## config.mk

```make
export PLATFORM = sky130hd
export DESIGN_NAME = configurable_io_ports
export DESIGN_NICKNAME = d
export VERILOG_FILES = /design/src/io_ports_pkg.sv /design/src/pin_sync.sv /design/src/configurable_io_ports.sv
export VERILOG_INCLUDE_DIRS = /design/src /design/src/src
export SDC_FILE = /design/constraint.sdc
export NUM_CORES = 1
export LEC_CHECK = 0
export ABC_AREA = 1
export BUFFER_PORTS_ARGS = -buffer_cell sky130_fd_sc_hd__clkbuf_2
export CORE_UTILIZATION = 40
export CTS_CLUSTER_DIAMETER = 120
export DETAILED_ROUTE_END_ITERATION = 7
export GPL_ROUTABILITY_DRIVEN = 1
export PLACE_DENSITY = 0.68
export SLEW_MARGIN = 10
export SYNTH_ARGS = -nofsm -noshare
export SYNTH_HDL_FRONTEND = slang
export SYNTH_SLANG_ARGS = --single-unit
```

## constraint.sdc

```tcl
create_clock -name mclk -period 15.55 [get_ports mclk]
set_clock_uncertainty 0.15 [all_clocks]
set_input_delay 3.11 -clock mclk [delete_from_list [all_inputs] [get_ports mclk]]
set_output_delay 3.11 -clock mclk [all_outputs]
set_load 0.01 [all_outputs]
```

## src/io_consts.svh

```systemverilog
`ifndef IO_CONSTS_SVH
`define IO_CONSTS_SVH

// ----------------------------------------------------------------
// Geometry
// ----------------------------------------------------------------
`define IO_NUM_PORTS   4
`define IO_PORT_W      8
`define IO_NUM_CELLS   16
`define IO_ADDR_W      6
`define IO_PORT_A      2'h0
`define IO_PORT_B      2'h1
`define IO_PORT_C      2'h2
`define IO_PORT_D      2'h3

// ----------------------------------------------------------------
// Register kinds: byte offset = kind * 4 + port
// ----------------------------------------------------------------
`define KIND_PIN_INPUT   4'h0
`define KIND_OUTPUT_DATA 4'h1
`define KIND_OUT_CELLS   4'h2
`define KIND_CELL_MASK   4'h3
`define KIND_IN_CELLS    4'h4
`define KIND_DRV_STATUS  4'h5
`define KIND_DIRECTION   4'h6
`define KIND_DRIVE_SEL   4'h7
`define KIND_CONTROL     4'h8

// ----------------------------------------------------------------
// Reset values and per-port bit masks
// ----------------------------------------------------------------
`define IO_REG_RESET   8'h00
`define IO_CELL_RESET  16'h0000
`define MASK_FULL      8'hff
`define MASK_PORT_D    8'h07
`define OD_MASK_AB     8'hf0
`define SLEW_MASK_AB   8'h0f
`define OD_MASK_C      8'hff
`define SLEW_MASK_D    8'h07

// ----------------------------------------------------------------
// Dedicated pin positions
// ----------------------------------------------------------------
`define PD_STROBE_BIT  0
`define PD_CLOCK_BIT   1
`define PD_SELECT_BIT  2
`define PC_BYTE_EN_BIT 7

`endif

```

## src/io_ports_pkg.sv

```systemverilog
`include "io_consts.svh"

package io_ports_pkg;
  typedef logic [`IO_PORT_W-1:0] byte_type;
  typedef logic [`IO_NUM_PORTS-1:0][`IO_PORT_W-1:0] port_array_type;
  typedef logic [3:0] reg_kind_type;
  typedef logic [1:0] port_sel_type;
endpackage

```

## src/pin_sync.sv

```systemverilog
`timescale 1ns/1ps
`default_nettype none

module pin_sync #(
  parameter int WIDTH = 32
) (
  input  wire logic             mclk,    // System clock
  input  wire logic             sys_rst, // Async reset, high
  input  wire logic [WIDTH-1:0] rawIn,   // Asynchronous pin levels
  output logic      [WIDTH-1:0] stable   // Filtered level
);
  logic [WIDTH-1:0] stage1;
  logic [WIDTH-1:0] stage2;
  logic [WIDTH-1:0] stage3;
  logic [WIDTH-1:0] next_stable;

  // Accept a change only when the last two stages agree
  always_comb begin
    next_stable = stable;
    for (int i = 0; i < WIDTH; i++) begin
      if (stage2[i] == stage3[i]) begin
        next_stable[i] = stage3[i];
      end
    end
  end

  // Stage one feeds stage two only, to keep metastability contained
  always_ff @(posedge mclk or posedge sys_rst) begin
    if (sys_rst) begin
      stage1 <= '0;
      stage2 <= '0;
      stage3 <= '0;
      stable <= '0;
    end else begin
      stage1 <= rawIn;
      stage2 <= stage1;
      stage3 <= stage2;
      stable <= next_stable;
    end
  end
endmodule

`default_nettype wire

```

## src/configurable_io_ports.sv

```systemverilog
// Functional notes
// (RQ1) Pin drives when direction or enable term
// (RQ2) Input read returns live synchronised pin
// (RQ3) Output data stored, driven, read back
// (RQ4) Cell location reads outputs, writes load
// (RQ5) Mask bit one blocks cell load
// (RQ6) Input cells latch pins, readable, exported
// (RQ7) Status register reports each driver state
// (RQ8) Cell groups route to neighbouring ports
// (RQ9) First ports: low slew, high open drain
// (RQ10) Only first port serves as data bus
// (RQ11) Peripheral buffer mode on first port only
// (RQ12) Third/fourth ports: no address out; C open-drain
// (RQ13) Third port top pin as byte enable
// (RQ14) Three selects, polarity configurable
// (RQ15) Select pins enabled by term or direction
// (RQ16) Fourth port dedicated inputs; select blocks registers
// (RQ17) Fourth port drive uses three bits only
// (RQ18) Power-down holds I/O, tri-states bus pins
// (RQ19) Direction one output, reset to input
// (RQ20) Control bit selects address out, default off
// (RQ21) Drive bit one gives open drain
// (RQ22) Drive bit one gives fast slew
// (RQ23) One write loads all unmasked cells; code loads only the addressed 8-cell group
`timescale 1ns/1ps
`default_nettype none
`include "io_consts.svh"

module configurable_io_ports (
  input  wire logic                        mclk,          // 10 MHz clock
  input  wire logic                        sys_rst,       // Async reset, high
  input  wire logic [`IO_ADDR_W-1:0]       mcuAddr,       // Register offset
  input  wire io_ports_pkg::byte_type      mcuWrData,     // Write data
  input  wire logic                        mcuWr,         // Write strobe
  input  wire logic                        mcuRd,         // Read strobe
  input  wire logic                        ioSelect,      // Register block select
  output io_ports_pkg::byte_type           mcuRdData,     // Read data
  output logic                             mcuRdValid,    // Read data valid
  input  wire io_ports_pkg::port_array_type padIn,        // Pin levels
  output io_ports_pkg::port_array_type     padOut,        // Pin output value
  output io_ports_pkg::port_array_type     padOe,         // Pin output enable
  output io_ports_pkg::port_array_type     slewFast,      // Fast slew select
  input  wire io_ports_pkg::port_array_type oeTerm,       // Array enable terms
  input  wire io_ports_pkg::port_array_type cellPinSel,   // Pin fed by logic
  input  wire logic [`IO_NUM_CELLS-1:0]    cellLogic,     // Cell next values
  input  wire logic                        logicClkEn,    // Internal cell clock
  input  wire logic                        imcLatchEn,    // Internal latch strobe
  input  wire logic                        routeFirstToB, // First group to B
  input  wire logic                        routeSecondToC,// Second group to C
  input  wire logic [2:0]                  ecsTerm,       // Select product terms
  input  wire logic [2:0]                  ecsActiveHigh, // Select polarity
  input  wire io_ports_pkg::byte_type      addrOutA,      // Latched address A
  input  wire io_ports_pkg::byte_type      addrOutB,      // Latched address B
  input  wire logic                        dataPortMode,  // Port A data bus
  input  wire logic                        periphMode,    // Port A buffer
  input  wire io_ports_pkg::byte_type      busDriveData,  // Bus data to pins
  input  wire logic                        busDriveEn,    // Bus drive enable
  input  wire logic                        dbeEnable,     // PC7 byte enable use
  input  wire logic                        aleOnPin,      // PD0 strobe use
  input  wire logic                        clkinOnPin,    // PD1 clock use
  input  wire logic                        csiOnPin,      // PD2 select use
  input  wire logic                        powerDown,     // Power-down active
  output io_ports_pkg::port_array_type     inputCellBus,  // Input cells out
  output logic [`IO_NUM_CELLS-1:0]         cellOutputs,   // Output cells
  output io_ports_pkg::byte_type           busPinData,    // Port A pin data
  output logic                             dataByteEnable,// Byte enable in
  output logic                             addrStrobe,    // Strobe in
  output logic                             memDisable     // Memories deselected
);
  import io_ports_pkg::*;

  // ----------------------------------------------------------------
  // State
  // ----------------------------------------------------------------
  port_array_type pinSync, dirReg, dataOutReg, drvReg, imcReg, pinDrive;
  port_array_type next_dir, next_dataOut, next_drv, next_imc, next_pinDrive;
  port_array_type next_padOut, next_padOe, next_slew;
  logic [1:0][`IO_PORT_W-1:0] ctlReg, next_ctl;
  logic [`IO_NUM_CELLS-1:0]   maskReg, next_mask, next_cells;
  byte_type     next_rdData;
  logic         next_rdValid, alePrev, clkPrev;
  reg_kind_type kind;
  port_sel_type psel;
  logic         access, csiBlock, cellTick, imcTick;

  function automatic byte_type portMask(input port_sel_type p);
    portMask = (p == `IO_PORT_D) ? `MASK_PORT_D : `MASK_FULL;
  endfunction

  function automatic logic wrHit(input logic acc, input logic wr,
                                 input reg_kind_type k, input reg_kind_type want);
    wrHit = acc & wr & (k == want);
  endfunction

  // ----------------------------------------------------------------
  // Pin input synchroniser
  // ----------------------------------------------------------------
  pin_sync #(.WIDTH(`IO_NUM_PORTS * `IO_PORT_W)) u_sync (
    .mclk    (mclk),
    .sys_rst (sys_rst),
    .rawIn   (padIn),
    .stable  (pinSync)
  );

  // ----------------------------------------------------------------
  // Register access and cell updates
  // ----------------------------------------------------------------
  always_comb begin
    kind = mcuAddr[5:2];
    psel = mcuAddr[1:0];
    // (RQ16) select blocks registers
    csiBlock = csiOnPin & pinSync[3][`PD_SELECT_BIT];
    // Bus is blocked in power-down, so MCU I/O levels simply hold
    access = ioSelect & ~csiBlock & ~powerDown;
    // (RQ16) dedicated clock input
    cellTick = clkinOnPin ? (pinSync[3][`PD_CLOCK_BIT] & ~clkPrev) : logicClkEn;
    imcTick = aleOnPin ? (pinSync[3][`PD_STROBE_BIT] & ~alePrev) : imcLatchEn;
    next_dir = dirReg;
    next_dataOut = dataOutReg;
    next_drv = drvReg;
    next_ctl = ctlReg;
    next_mask = maskReg;
    next_imc = imcReg;
    next_cells = cellOutputs;
    next_rdData = mcuRdData;
    next_rdValid = access & mcuRd;
    if (cellTick) begin
      next_cells = cellLogic;
    end
    // (RQ6) input cells latch
    if (imcTick) begin
      for (int p = 0; p < 3; p++) begin
        next_imc[p] = pinSync[p];
      end
    end
    // (RQ19) direction register write
    if (wrHit(access, mcuWr, kind, `KIND_DIRECTION)) begin
      next_dir[psel] = mcuWrData & portMask(psel);
    end
    // (RQ3) output data store
    if (wrHit(access, mcuWr, kind, `KIND_OUTPUT_DATA)) begin
      next_dataOut[psel] = mcuWrData & portMask(psel);
    end
    // (RQ17) three drive bits on D
    if (wrHit(access, mcuWr, kind, `KIND_DRIVE_SEL)) begin
      next_drv[psel] = mcuWrData & portMask(psel);
    end
    // (RQ12) control only on A and B
    if (wrHit(access, mcuWr, kind, `KIND_CONTROL) && !psel[1]) begin
      next_ctl[psel[0]] = mcuWrData;
    end
    // (RQ5) mask register write
    if (wrHit(access, mcuWr, kind, `KIND_CELL_MASK) && !psel[1]) begin
      next_mask[psel[0]*8 +: 8] = mcuWrData;
    end
    // (RQ23) unmasked cells load together; MCU write wins over the tick
    if (wrHit(access, mcuWr, kind, `KIND_OUT_CELLS) && !psel[1]) begin
      next_cells[psel[0]*8 +: 8] = (mcuWrData & ~maskReg[psel[0]*8 +: 8])
                                 | (next_cells[psel[0]*8 +: 8] & maskReg[psel[0]*8 +: 8]);
    end
    if (access && mcuRd) begin
      case (kind)
        // (RQ2) live pin read
        `KIND_PIN_INPUT:   next_rdData = pinSync[psel] & portMask(psel);
        `KIND_OUTPUT_DATA: next_rdData = dataOutReg[psel];
        // (RQ4) cell outputs read
        `KIND_OUT_CELLS:   next_rdData = psel[1] ? `IO_REG_RESET : cellOutputs[psel[0]*8 +: 8];
        `KIND_CELL_MASK:   next_rdData = psel[1] ? `IO_REG_RESET : maskReg[psel[0]*8 +: 8];
        `KIND_IN_CELLS:    next_rdData = imcReg[psel];
        // (RQ7) driver state readback
        `KIND_DRV_STATUS:  next_rdData = pinDrive[psel];
        `KIND_DIRECTION:   next_rdData = dirReg[psel];
        `KIND_DRIVE_SEL:   next_rdData = drvReg[psel];
        `KIND_CONTROL:     next_rdData = psel[1] ? `IO_REG_RESET : ctlReg[psel[0]];
        default:           next_rdData = `IO_REG_RESET;
      endcase
    end
  end

  // ----------------------------------------------------------------
  // Pin output path
  // ----------------------------------------------------------------
  always_comb begin
    byte_type odMask, slewMask, val, drv;
    odMask = '0;
    slewMask = '0;
    val = '0;
    drv = '0;
    for (int p = 0; p < `IO_NUM_PORTS; p++) begin
      // (RQ9) (RQ12) (RQ17) per-port drive masks
      case (p)
        0, 1:    begin odMask = `OD_MASK_AB; slewMask = `SLEW_MASK_AB; end
        2:       begin odMask = `OD_MASK_C;  slewMask = '0;            end
        default: begin odMask = '0;          slewMask = `SLEW_MASK_D;  end
      endcase
      // (RQ1) (RQ15) direction or term
      drv = (dirReg[p] | oeTerm[p]) & portMask(p[1:0]);
      val = dataOutReg[p];
      for (int b = 0; b < `IO_PORT_W; b++) begin
        // (RQ8) cell group routing
        if (cellPinSel[p][b]) begin
          case (p)
            0:       val[b] = routeFirstToB ? 1'b0 : cellOutputs[b];
            1:       val[b] = routeFirstToB ? cellOutputs[b]
                            : (routeSecondToC ? 1'b0 : cellOutputs[8+b]);
            2:       val[b] = routeSecondToC ? cellOutputs[8+b] : 1'b0;
            // (RQ14) select polarity
            default: val[b] = (b < 3) ? ~(ecsTerm[b] ^ ecsActiveHigh[b]) : 1'b0;
          endcase
        end
      end
      // (RQ20) address out on A/B
      if (p < 2) begin
        val = (ctlReg[p] & (p == 0 ? addrOutA : addrOutB)) | (~ctlReg[p] & val);
        drv = (ctlReg[p] & ((dirReg[p] & ctlReg[p]) | oeTerm[p])) | (~ctlReg[p] & drv);
      end
      // (RQ10) (RQ11) data and buffer modes exist on port A only
      if (p == 0 && (dataPortMode || periphMode)) begin
        val = busDriveData;
        // (RQ18) bus pins tri-state in power-down
        drv = {`IO_PORT_W{busDriveEn & ~powerDown}};
      end
      next_pinDrive[p] = drv;
      // (RQ21) open drain only pulls low
      next_padOe[p] = drv & ~(drvReg[p] & odMask & val);
      next_padOut[p] = val & ~(drvReg[p] & odMask);
      // (RQ22) fast slew select
      next_slew[p] = drvReg[p] & slewMask;
    end
  end

  // ----------------------------------------------------------------
  // Registers
  // ----------------------------------------------------------------
  always_ff @(posedge mclk or posedge sys_rst) begin
    if (sys_rst) begin
      {dirReg, dataOutReg, drvReg, imcReg, pinDrive} <= '0;
      {padOut, padOe, slewFast, inputCellBus, ctlReg} <= '0;
      {mcuRdValid, alePrev, clkPrev, dataByteEnable, addrStrobe, memDisable} <= '0;
      maskReg <= `IO_CELL_RESET;
      cellOutputs <= `IO_CELL_RESET;
      mcuRdData <= `IO_REG_RESET;
      busPinData <= `IO_REG_RESET;
    end else begin
      dirReg <= next_dir;
      dataOutReg <= next_dataOut;
      drvReg <= next_drv;
      ctlReg <= next_ctl;
      maskReg <= next_mask;
      cellOutputs <= next_cells;
      imcReg <= next_imc;
      pinDrive <= next_pinDrive;
      padOut <= next_padOut;
      padOe <= next_padOe;
      slewFast <= next_slew;
      mcuRdData <= next_rdData;
      mcuRdValid <= next_rdValid;
      alePrev <= pinSync[3][`PD_STROBE_BIT];
      clkPrev <= pinSync[3][`PD_CLOCK_BIT];
      inputCellBus <= next_imc;
      busPinData <= pinSync[0];
      // (RQ13) byte enable input
      dataByteEnable <= dbeEnable & pinSync[2][`PC_BYTE_EN_BIT];
      addrStrobe <= aleOnPin & pinSync[3][`PD_STROBE_BIT];
      memDisable <= csiBlock;
    end
  end

  // ----------------------------------------------------------------
  // Assertions
  // ----------------------------------------------------------------
  property p_oe_cause;
    @(posedge mclk) disable iff (sys_rst)
      padOe[1][0] |-> $past(dirReg[1][0] | oeTerm[1][0]);
  endproperty
  a_oe_cause: assert property (p_oe_cause) else $error("pin driven without cause"); // RQ1
  property p_input_default;
    @(posedge mclk) disable iff (sys_rst)
      (dirReg[2] == 8'h00 && oeTerm[2] == 8'h00) |=> (padOe[2] == 8'h00);
  endproperty
  a_input_default: assert property (p_input_default) else $error("pin not input"); // RQ19
  // Write, one idle cycle, then read back: the pace of a plain bus master
  property p_data_readback;
    @(posedge mclk) disable iff (sys_rst)
      (wrHit(access, mcuWr, kind, `KIND_OUTPUT_DATA) && psel == `IO_PORT_C) ##1 !mcuWr
      ##1 (access && mcuRd && !mcuWr && kind == `KIND_OUTPUT_DATA && psel == `IO_PORT_C)
      |=> (mcuRdData == $past(mcuWrData, 3));
  endproperty
  a_data_readback: assert property (p_data_readback) else $error("data readback wrong"); // RQ3
  property p_mask_blocks;
    @(posedge mclk) disable iff (sys_rst)
      (wrHit(access, mcuWr, kind, `KIND_OUT_CELLS) && psel == `IO_PORT_A
       && maskReg[7] && !cellTick) |=> $stable(cellOutputs[7]);
  endproperty
  a_mask_blocks: assert property (p_mask_blocks) else $error("masked cell loaded"); // RQ5
  property p_unmasked_load;
    @(posedge mclk) disable iff (sys_rst)
      (wrHit(access, mcuWr, kind, `KIND_OUT_CELLS) && psel == `IO_PORT_B && !cellTick)
      |=> (cellOutputs[15:8] == (($past(mcuWrData) & ~$past(maskReg[15:8]))
                               | ($past(cellOutputs[15:8]) & $past(maskReg[15:8]))));
  endproperty
  a_unmasked_load: assert property (p_unmasked_load) else $error("cell load wrong"); // RQ23
  property p_status_read;
    @(posedge mclk) disable iff (sys_rst)
      (access && mcuRd && kind == `KIND_DRV_STATUS && psel == `IO_PORT_B)
      |=> (mcuRdData == $past(pinDrive[1]));
  endproperty
  a_status_read: assert property (p_status_read) else $error("status read wrong"); // RQ7
  property p_port_d_narrow;
    @(posedge mclk) disable iff (sys_rst)
      (slewFast[3][7:3] == 5'h00) && (padOe[3][7:3] == 5'h00);
  endproperty
  a_port_d_narrow: assert property (p_port_d_narrow) else $error("port D upper bits"); // RQ17
  property p_pdown_tristate;
    @(posedge mclk) disable iff (sys_rst)
      (powerDown && dataPortMode) |=> (padOe[0] == 8'h00);
  endproperty
  a_pdown_tristate: assert property (p_pdown_tristate) else $error("bus pins driven"); // RQ18
  property p_select_blocks;
    @(posedge mclk) disable iff (sys_rst)
      (csiBlock && mcuRd) |=> (!mcuRdValid && memDisable);
  endproperty
  a_select_blocks: assert property (p_select_blocks) else $error("access not blocked"); // RQ16
  property p_open_drain_c;
    @(posedge mclk) disable iff (sys_rst)
      $past(drvReg[2][5]) |-> (padOut[2][5] == 1'b0);
  endproperty
  a_open_drain_c: assert property (p_open_drain_c) else $error("open drain drives high"); // RQ12
  c_write_read: cover property (@(posedge mclk) disable iff (sys_rst)
    wrHit(access, mcuWr, kind, `KIND_OUTPUT_DATA) ##3 mcuRdValid);
  c_cell_load: cover property (@(posedge mclk) disable iff (sys_rst)
    wrHit(access, mcuWr, kind, `KIND_OUT_CELLS) && maskReg != 16'h0000);
  c_power_down: cover property (@(posedge mclk) disable iff (sys_rst)
    powerDown && periphMode && busDriveEn);
endmodule

`default_nettype wire

```

Word-level counts from Yosys, hierarchy flattened
Cells that the tools add are included.
{ "op_classes": {"addsub": 1, "order_cmp": 4, "eq_ne": 41, "shifts": 6, "n_mux": 99, "n_bitwise": 69, "reduce_logical": 9} }
{ "op_table": {"columns": ["cell", "count"], "rows": [
  ["$and A8 B8 Y8", 23],
  ["$mux W8", 16],
  ["$bmux W8 S2", 6],
  ["$bwmux W32", 3],
  ["$or A8 B8 Y8", 10],
  ["$not A8 Y8", 9],
  ["$pmux W8 S9", 1],
  ["$shiftx A8 B34 Y16", 2],
  ["$mux W1", 66],
  ["$bwmux W16", 3],
  ["$shiftx A16 B5 Y8", 3],
  ["$neg A4 Y34", 1],
  ["$shift A8 B34 Y16 const A", 1],
  ["$eq A1 B1 Y1", 32],
  ["$mux W16", 2],
  ["$and A1 B1 Y1", 16],
  ["$demux W8 S2", 1],
  ["$eq A4 B3 Y1 const B", 4],
  ["$demux W8 S1", 1],
  ["$eq A4 B2 Y1 const B", 2],
  ["$not A1 Y1", 7],
  ["$logic_and A1 B1 Y1", 6],
  ["$eq A4 B1 Y1 const B", 1],
  ["$eq A4 B4 Y1 const B", 1],
  ["10 further kinds", 12]
]} }
{ "word_totals": {"ff_bits": 412, "in_bits": 173, "output_inout_bits": 164, "word_cells": 305} }

Longest topological paths before layout
{ "logic_depth": {"depth_word": 10, "mapped_depth": 14, "depth_no_buf": 11} }

Modules after synthesis
From an unflattened synthesis, not the netlist that was laid out.
{ "unflattened": {"cells_unflattened": 1963, "area_unflattened_um2": 17494.3} }
{ "modules_own_cells": {"columns": ["mod", "instances", "cells_per_inst", "area_each_um2", "seq_area_each_um2"], "rows": [
  ["configurable_io_ports", 1, 1706, 13767.0, 6906.6],
  ["pin_sync", 1, 257, 3727.3, 3203.1]
]} }

Worst setup path after synthesis
OpenSTA, ideal clock, no wires.
{ "synth_timing": {"path_kind": "input -> register", "from": "input port mcuAddr[0]", "to": "register cellOutputs[12]", "setup_time_ns": 0.117, "t_arrival_ns": 4.170, "t_required_ns": 15.283, "path_slack_ns": 11.112, "path_stages": 8, "path_buffers": 3, "path_cell_list": "buf_2 buf_2 buf_4 nand2_1 o21ai_0 or2_2 nand3_1 nand2_1"} }
{ "synth_via": {"elab_chain_cells": 7, "word_cells_on_any_way": 11, "cone_classes": "1 x add/sub; 4 x shift; 2 x mux; 4 x bitwise"} }
{ "synth_lines": {"columns": ["element", "line", "text"], "rows": [
  ["start: declaration", "configurable_io_ports.sv:32", "input wire logic [`IO_ADDR_W-1:0] mcuAddr,"],
  ["$shiftx A16 B5 Y8", "configurable_io_ports.sv:158, configurable_io_ports.sv:159", null],
  ["$not A8 Y8", "configurable_io_ports.sv:158", "next_cells[psel[0]*8 +: 8] = (mcuWrData & ~maskReg[psel[0]*8 +: 8])"],
  ["$and A8 B8 Y8", "configurable_io_ports.sv:158", null],
  ["$or A8 B8 Y8", "configurable_io_ports.sv:159", "| (next_cells[psel[0]*8 +: 8] & maskReg[psel[0]*8 +: 8]);"],
  ["$shiftx A8 B34 Y16", "configurable_io_ports.sv:158", null],
  ["$bwmux W16 (*)", "configurable_io_ports.sv:158", null],
  ["$mux W16 (*)", "configurable_io_ports.sv:157", "if (wrHit(access, mcuWr, kind, `KIND_OUT_CELLS) && !psel[1]) begin"],
  ["named net next_cells[12]", "configurable_io_ports.sv:79", "logic [`IO_NUM_CELLS-1:0] maskReg, next_mask, next_cells;"],
  ["end signal: assignment", "configurable_io_ports.sv:241", "cellOutputs <= `IO_CELL_RESET;"],
  ["end signal: assignment", "configurable_io_ports.sv:250", "cellOutputs <= next_cells;"],
  ["end: declaration", "configurable_io_ports.sv:64", "output logic [`IO_NUM_CELLS-1:0] cellOutputs,"]
]} }
Mark *: on every way through the listed nets, which the timed path passes. The rest lies on a longest branch.
A chain may end at the register's enable or synchronous reset.

Worst setup path in the final report
{ "layout_timing": {"from": "input port mcuAddr[0]", "to": "register dataOutReg[10] in the netlist's numbering"} }
{ "layout_via": {"elab_chain_cells": 5, "word_cells_on_any_way": 6, "cone_classes": "2 x order compare; 3 x mux; 1 x reduce/logical"} }
{ "layout_lines": {"columns": ["element", "line", "text"], "rows": [
  ["$lt A2 B3 Y1 (not written as such) / $ge A2 B1 Y1 (equally long branches)", "configurable_io_ports.sv:142", "next_dataOut[psel] = mcuWrData & portMask(psel);"],
  ["$logic_and A1 B1 Y1 (not written as such)", "configurable_io_ports.sv:142", null],
  ["$mux W8 (not written as such)", "configurable_io_ports.sv:142", null],
  ["$demux W8 S2 (*)", "configurable_io_ports.sv:142", null],
  ["$bwmux W32 (*)", "configurable_io_ports.sv:142", null],
  ["end signal: assignment", "configurable_io_ports.sv:246", "dataOutReg <= next_dataOut;"],
  ["end: declaration", "configurable_io_ports.sv:75", "port_array_type pinSync, dirReg, dataOutReg, drvReg, imcReg, pinDrive;"]
]} }
Mark *: on every way between the ends. The rest lies on a longest branch, timed or not.

==> summary.txt <==
Row Count: 73
Internal: 1.81 mW
Leak: 10.2 nW
hold slack: 194 ps
initial antenna violation count: 4
Hold Crit Endpoint: u_sync.stage2[5]
share of the synthesized area in the top cell type: 0.587
Post-route DRC: 0
Chip Width: 204 um
final setup fails: 0
Initial Util: 0.409
synth unique cells: 34
total core area: 40100 um2
FFs w/ async S/R, synth: 1.00
Final Hold Fails: 0
Total Power: 2.47 mW
CP dominant cell by count: buf_4
HP Class: flip-flop to flip-flop
Setup TNS: 0 ps
average cell area after synthesis: 8.88 um2
layout cell share with drive strength beyond 1: 0.213
Total Nets Final: 2282
first-pass GRT wire length: 77700 um
setup ws final: 9810 ps
antenna-violating nets left: 0
reg2reg setup slack: 13050 ps
CP Launch Type: input pin
vias: 13500
Max VDD drop: 0.0943 mV
Iter 0 DRT Violations: 1326
vias in the first global route: 12900
WHS Path Cells: 0
max-capacitance violation count: 0
Finished Core Util: 0.487
Comb pwr share: 0.119
Worst-Margin Slew: 1000 ps
All-Layer GR Usage: 0.251
slew margin rel.: 0.333
fmax: 0.174 GHz
worst r2r src: u_sync.stable[25]
Worst EP arrival: 6000 ps
post-layout min period: 5740 ps
sequential share of the synthesized area: 0.587
CTS buffer count: 41
Switching Share: 0.266
Die Y: 204 um
critical path class: input pin to flip-flop
area leader, netlist: dfrtp_1
period utilisation layout: 0.369
Worst setup EP type: flip-flop
clock buffer depth: 3
mapped cell area: 16400 um2
#FFs+latches synth: 384
worst reg2reg endpoint: cellOutputs[14]
Slowest cell on crit path: buf_4
# fillers: 3798
count leader, synth: nand2_1
Worst R2R Path Depth: 8
slowest stage delay, CP: 600 ps
H-tree Lvls: 2
clock slew at reported path FFs: 60 ps
synth cell count leaders: nand2_1 (710), dfrtp_1 (384), nand3_1 (143)
Resize count post-CTS: 0
CP max FO: 66
Sw Pwr: 657 uW
sequential share of power: 0.459
hold buffer count at CTS: 0
gpl congestion: 0.952
DIE AREA: 41800 um2
critical path, cell by cell: buf_4 > inv_2 > buf_4 > nor2_2 > nand2_2 > nand2_1 > o21ai_1
CTS Root Buffer Type: clkbuf_16
PD cells: 126 nW/um2
Clk Latency, worst-skew pair: 590 ps
cells after synthesis: 1845
via/cell ratio: 5.07
synthesis-to-finish area growth: 19.2%
HP Start: u_sync.stage1[5]
Max Slew Vio Count: 0
post-detail-place hpwl: 37100 um
global route overflow: 0
DP Worst Slack: 9310 ps
Critical Path RT: 15810 ps
WL final: 51900 um
port bufs: 292
TritonCTS clock tree: yes
Post-synth EDFFs: 0
Primary FF master, synth: dfrtp_1
Ports: 337
number of iterations in the first detailed-routing pass: 6
Clock Power Share: 0.422
synthesis warning total: 0
top post-synthesis cells by area: dfrtp_1 (59%), nand2_1 (16%), nand3_1 (4.4%)
status: finished clean
RSZ-0062 raised after global routing: false
per-cell routed wire length: 19.5 um
Post-CTS Setup Bufs: 0
pin count of the biggest net entering global routing: 97
CTS sink cnt: 384
## through the flow
| step | instances | instance area (um2) |
|---|---|---|
| 2_1_floorplan | 1878 | 16500 |
| 3_3_place_gp | 2591 | 18100 |
| 3_5_place_dp | 2591 | 18100 |
| 4_1_cts | 2664 | 19500 |
| 5_1_grt | 2668 | 19500 |
| 6_report | 2668 | 19500 |
## critical path, delay by kind of cell
family | cells | cell delay [ps]
AO/OA/AOI/OAI | 1 | 90
buffers and inverters | 3 | 1670
AND/OR/NAND/NOR | 3 | 1060
## flip-flops by register name (all words and copies together) (netlist names)
signal,flops
addrStrobe,1
alePrev,1
busPinData,8
cellOutputs,16
clkPrev,1
ctlReg,16
dataByteEnable,1
dataOutReg,32
dirReg,32
drvReg,32
imcReg,24
maskReg,16
mcuRdData,8
mcuRdValid,1
memDisable,1
padOe,16
padOut,32
pinDrive,27
slewFast,11
u_sync.stable,27
u_sync.stage1,27
u_sync.stage2,27
u_sync.stage3,27
## power by group through the flow
stage / combinational [mW] / clock, mW / sequential (mW)
after floorplan: 0.159 / 0 / 1.15
after global placement: 0.290 / 0 / 1.15
after detailed placement: 0.294 / 0 / 1.15
after CTS: 0.296 / 1.06 / 1.13
after global routing: 0.325 / 1.10 / 1.14
final: 0.295 / 1.04 / 1.13
## how the worst max path moves through the flow
stage / slack, ps / cells after the start / endpoint / start
after floorplan: 1620 / 1 / addrStrobe / sys_rst
after detailed placement: 9310 / 12 / mcuRdData[5] / mcuAddr[0]
final: 9810 / 7 / dataOutReg[10] / mcuAddr[0]
after global placement: 9310 / 12 / mcuRdData[5] / mcuAddr[0]
after global routing: 9670 / 7 / dataOutReg[10] / mcuAddr[0]
after CTS: 9910 / 7 / dataOutReg[10] / mcuAddr[0]
## placed cells by master (no fill, tap or decap), drive strengths merged
cell type    n
diode        4
nand2      726
clkbuf     350
o21bai       2
bufinv       5
o22ai        1
buf         12
nor4         2
nand3b       3
clkinv       8
nor3         2
mux2        22
a22oi        5
a21boi       4
inv        100
a21oi       36
maj3        27
dfrtp      384
xor2         3
nand4        2
conb        34
a211oi       3
or2         25
o21ai      150
o211ai       4
nand3      144
nor2        85
## per-layer routing
metal  global-route usage  share of wire  vias up
met5                    0              0        -
met4               0.0975          0.032        0
met2                0.383           0.45      620
met3               0.0520          0.085       89
met1                0.350           0.43     6480
li1                     -              -     6343
## area by class of cell
type | count | area (um2) | area share
Tap cell | 525 | 657 | 0.0336
Sequential cell | 384 | 9610 | 0.492
Clock buffer | 59 | 1220 | 0.0627
Multi-Input combinational cell | 1280 | 5870 | 0.301
Inverter | 99 | 379 | 0.0194
Timing Repair Buffer | 303 | 1550 | 0.0792
Clock inverter | 14 | 229 | 0.0117
Antenna cell | 4 | 10.0 | 0.000513
## logic make-up (layout without fill, tap and decap cells)
family                     Yosys count  after routing  share of synthesized area
and+or+nand+nor                    989            989                      0.251
DFF                                384            384                      0.587
buffers and inverters              214            475                     0.0628
AOI/OAI and AO/OA                  205            205                     0.0658
adders and majority gates           27             27                     0.0165
muxes                               22             22                     0.0151
xor gates and xnor gates             3              3                    0.00160
other                                1             38                   0.000229
(Power assumes the default switching activity.)
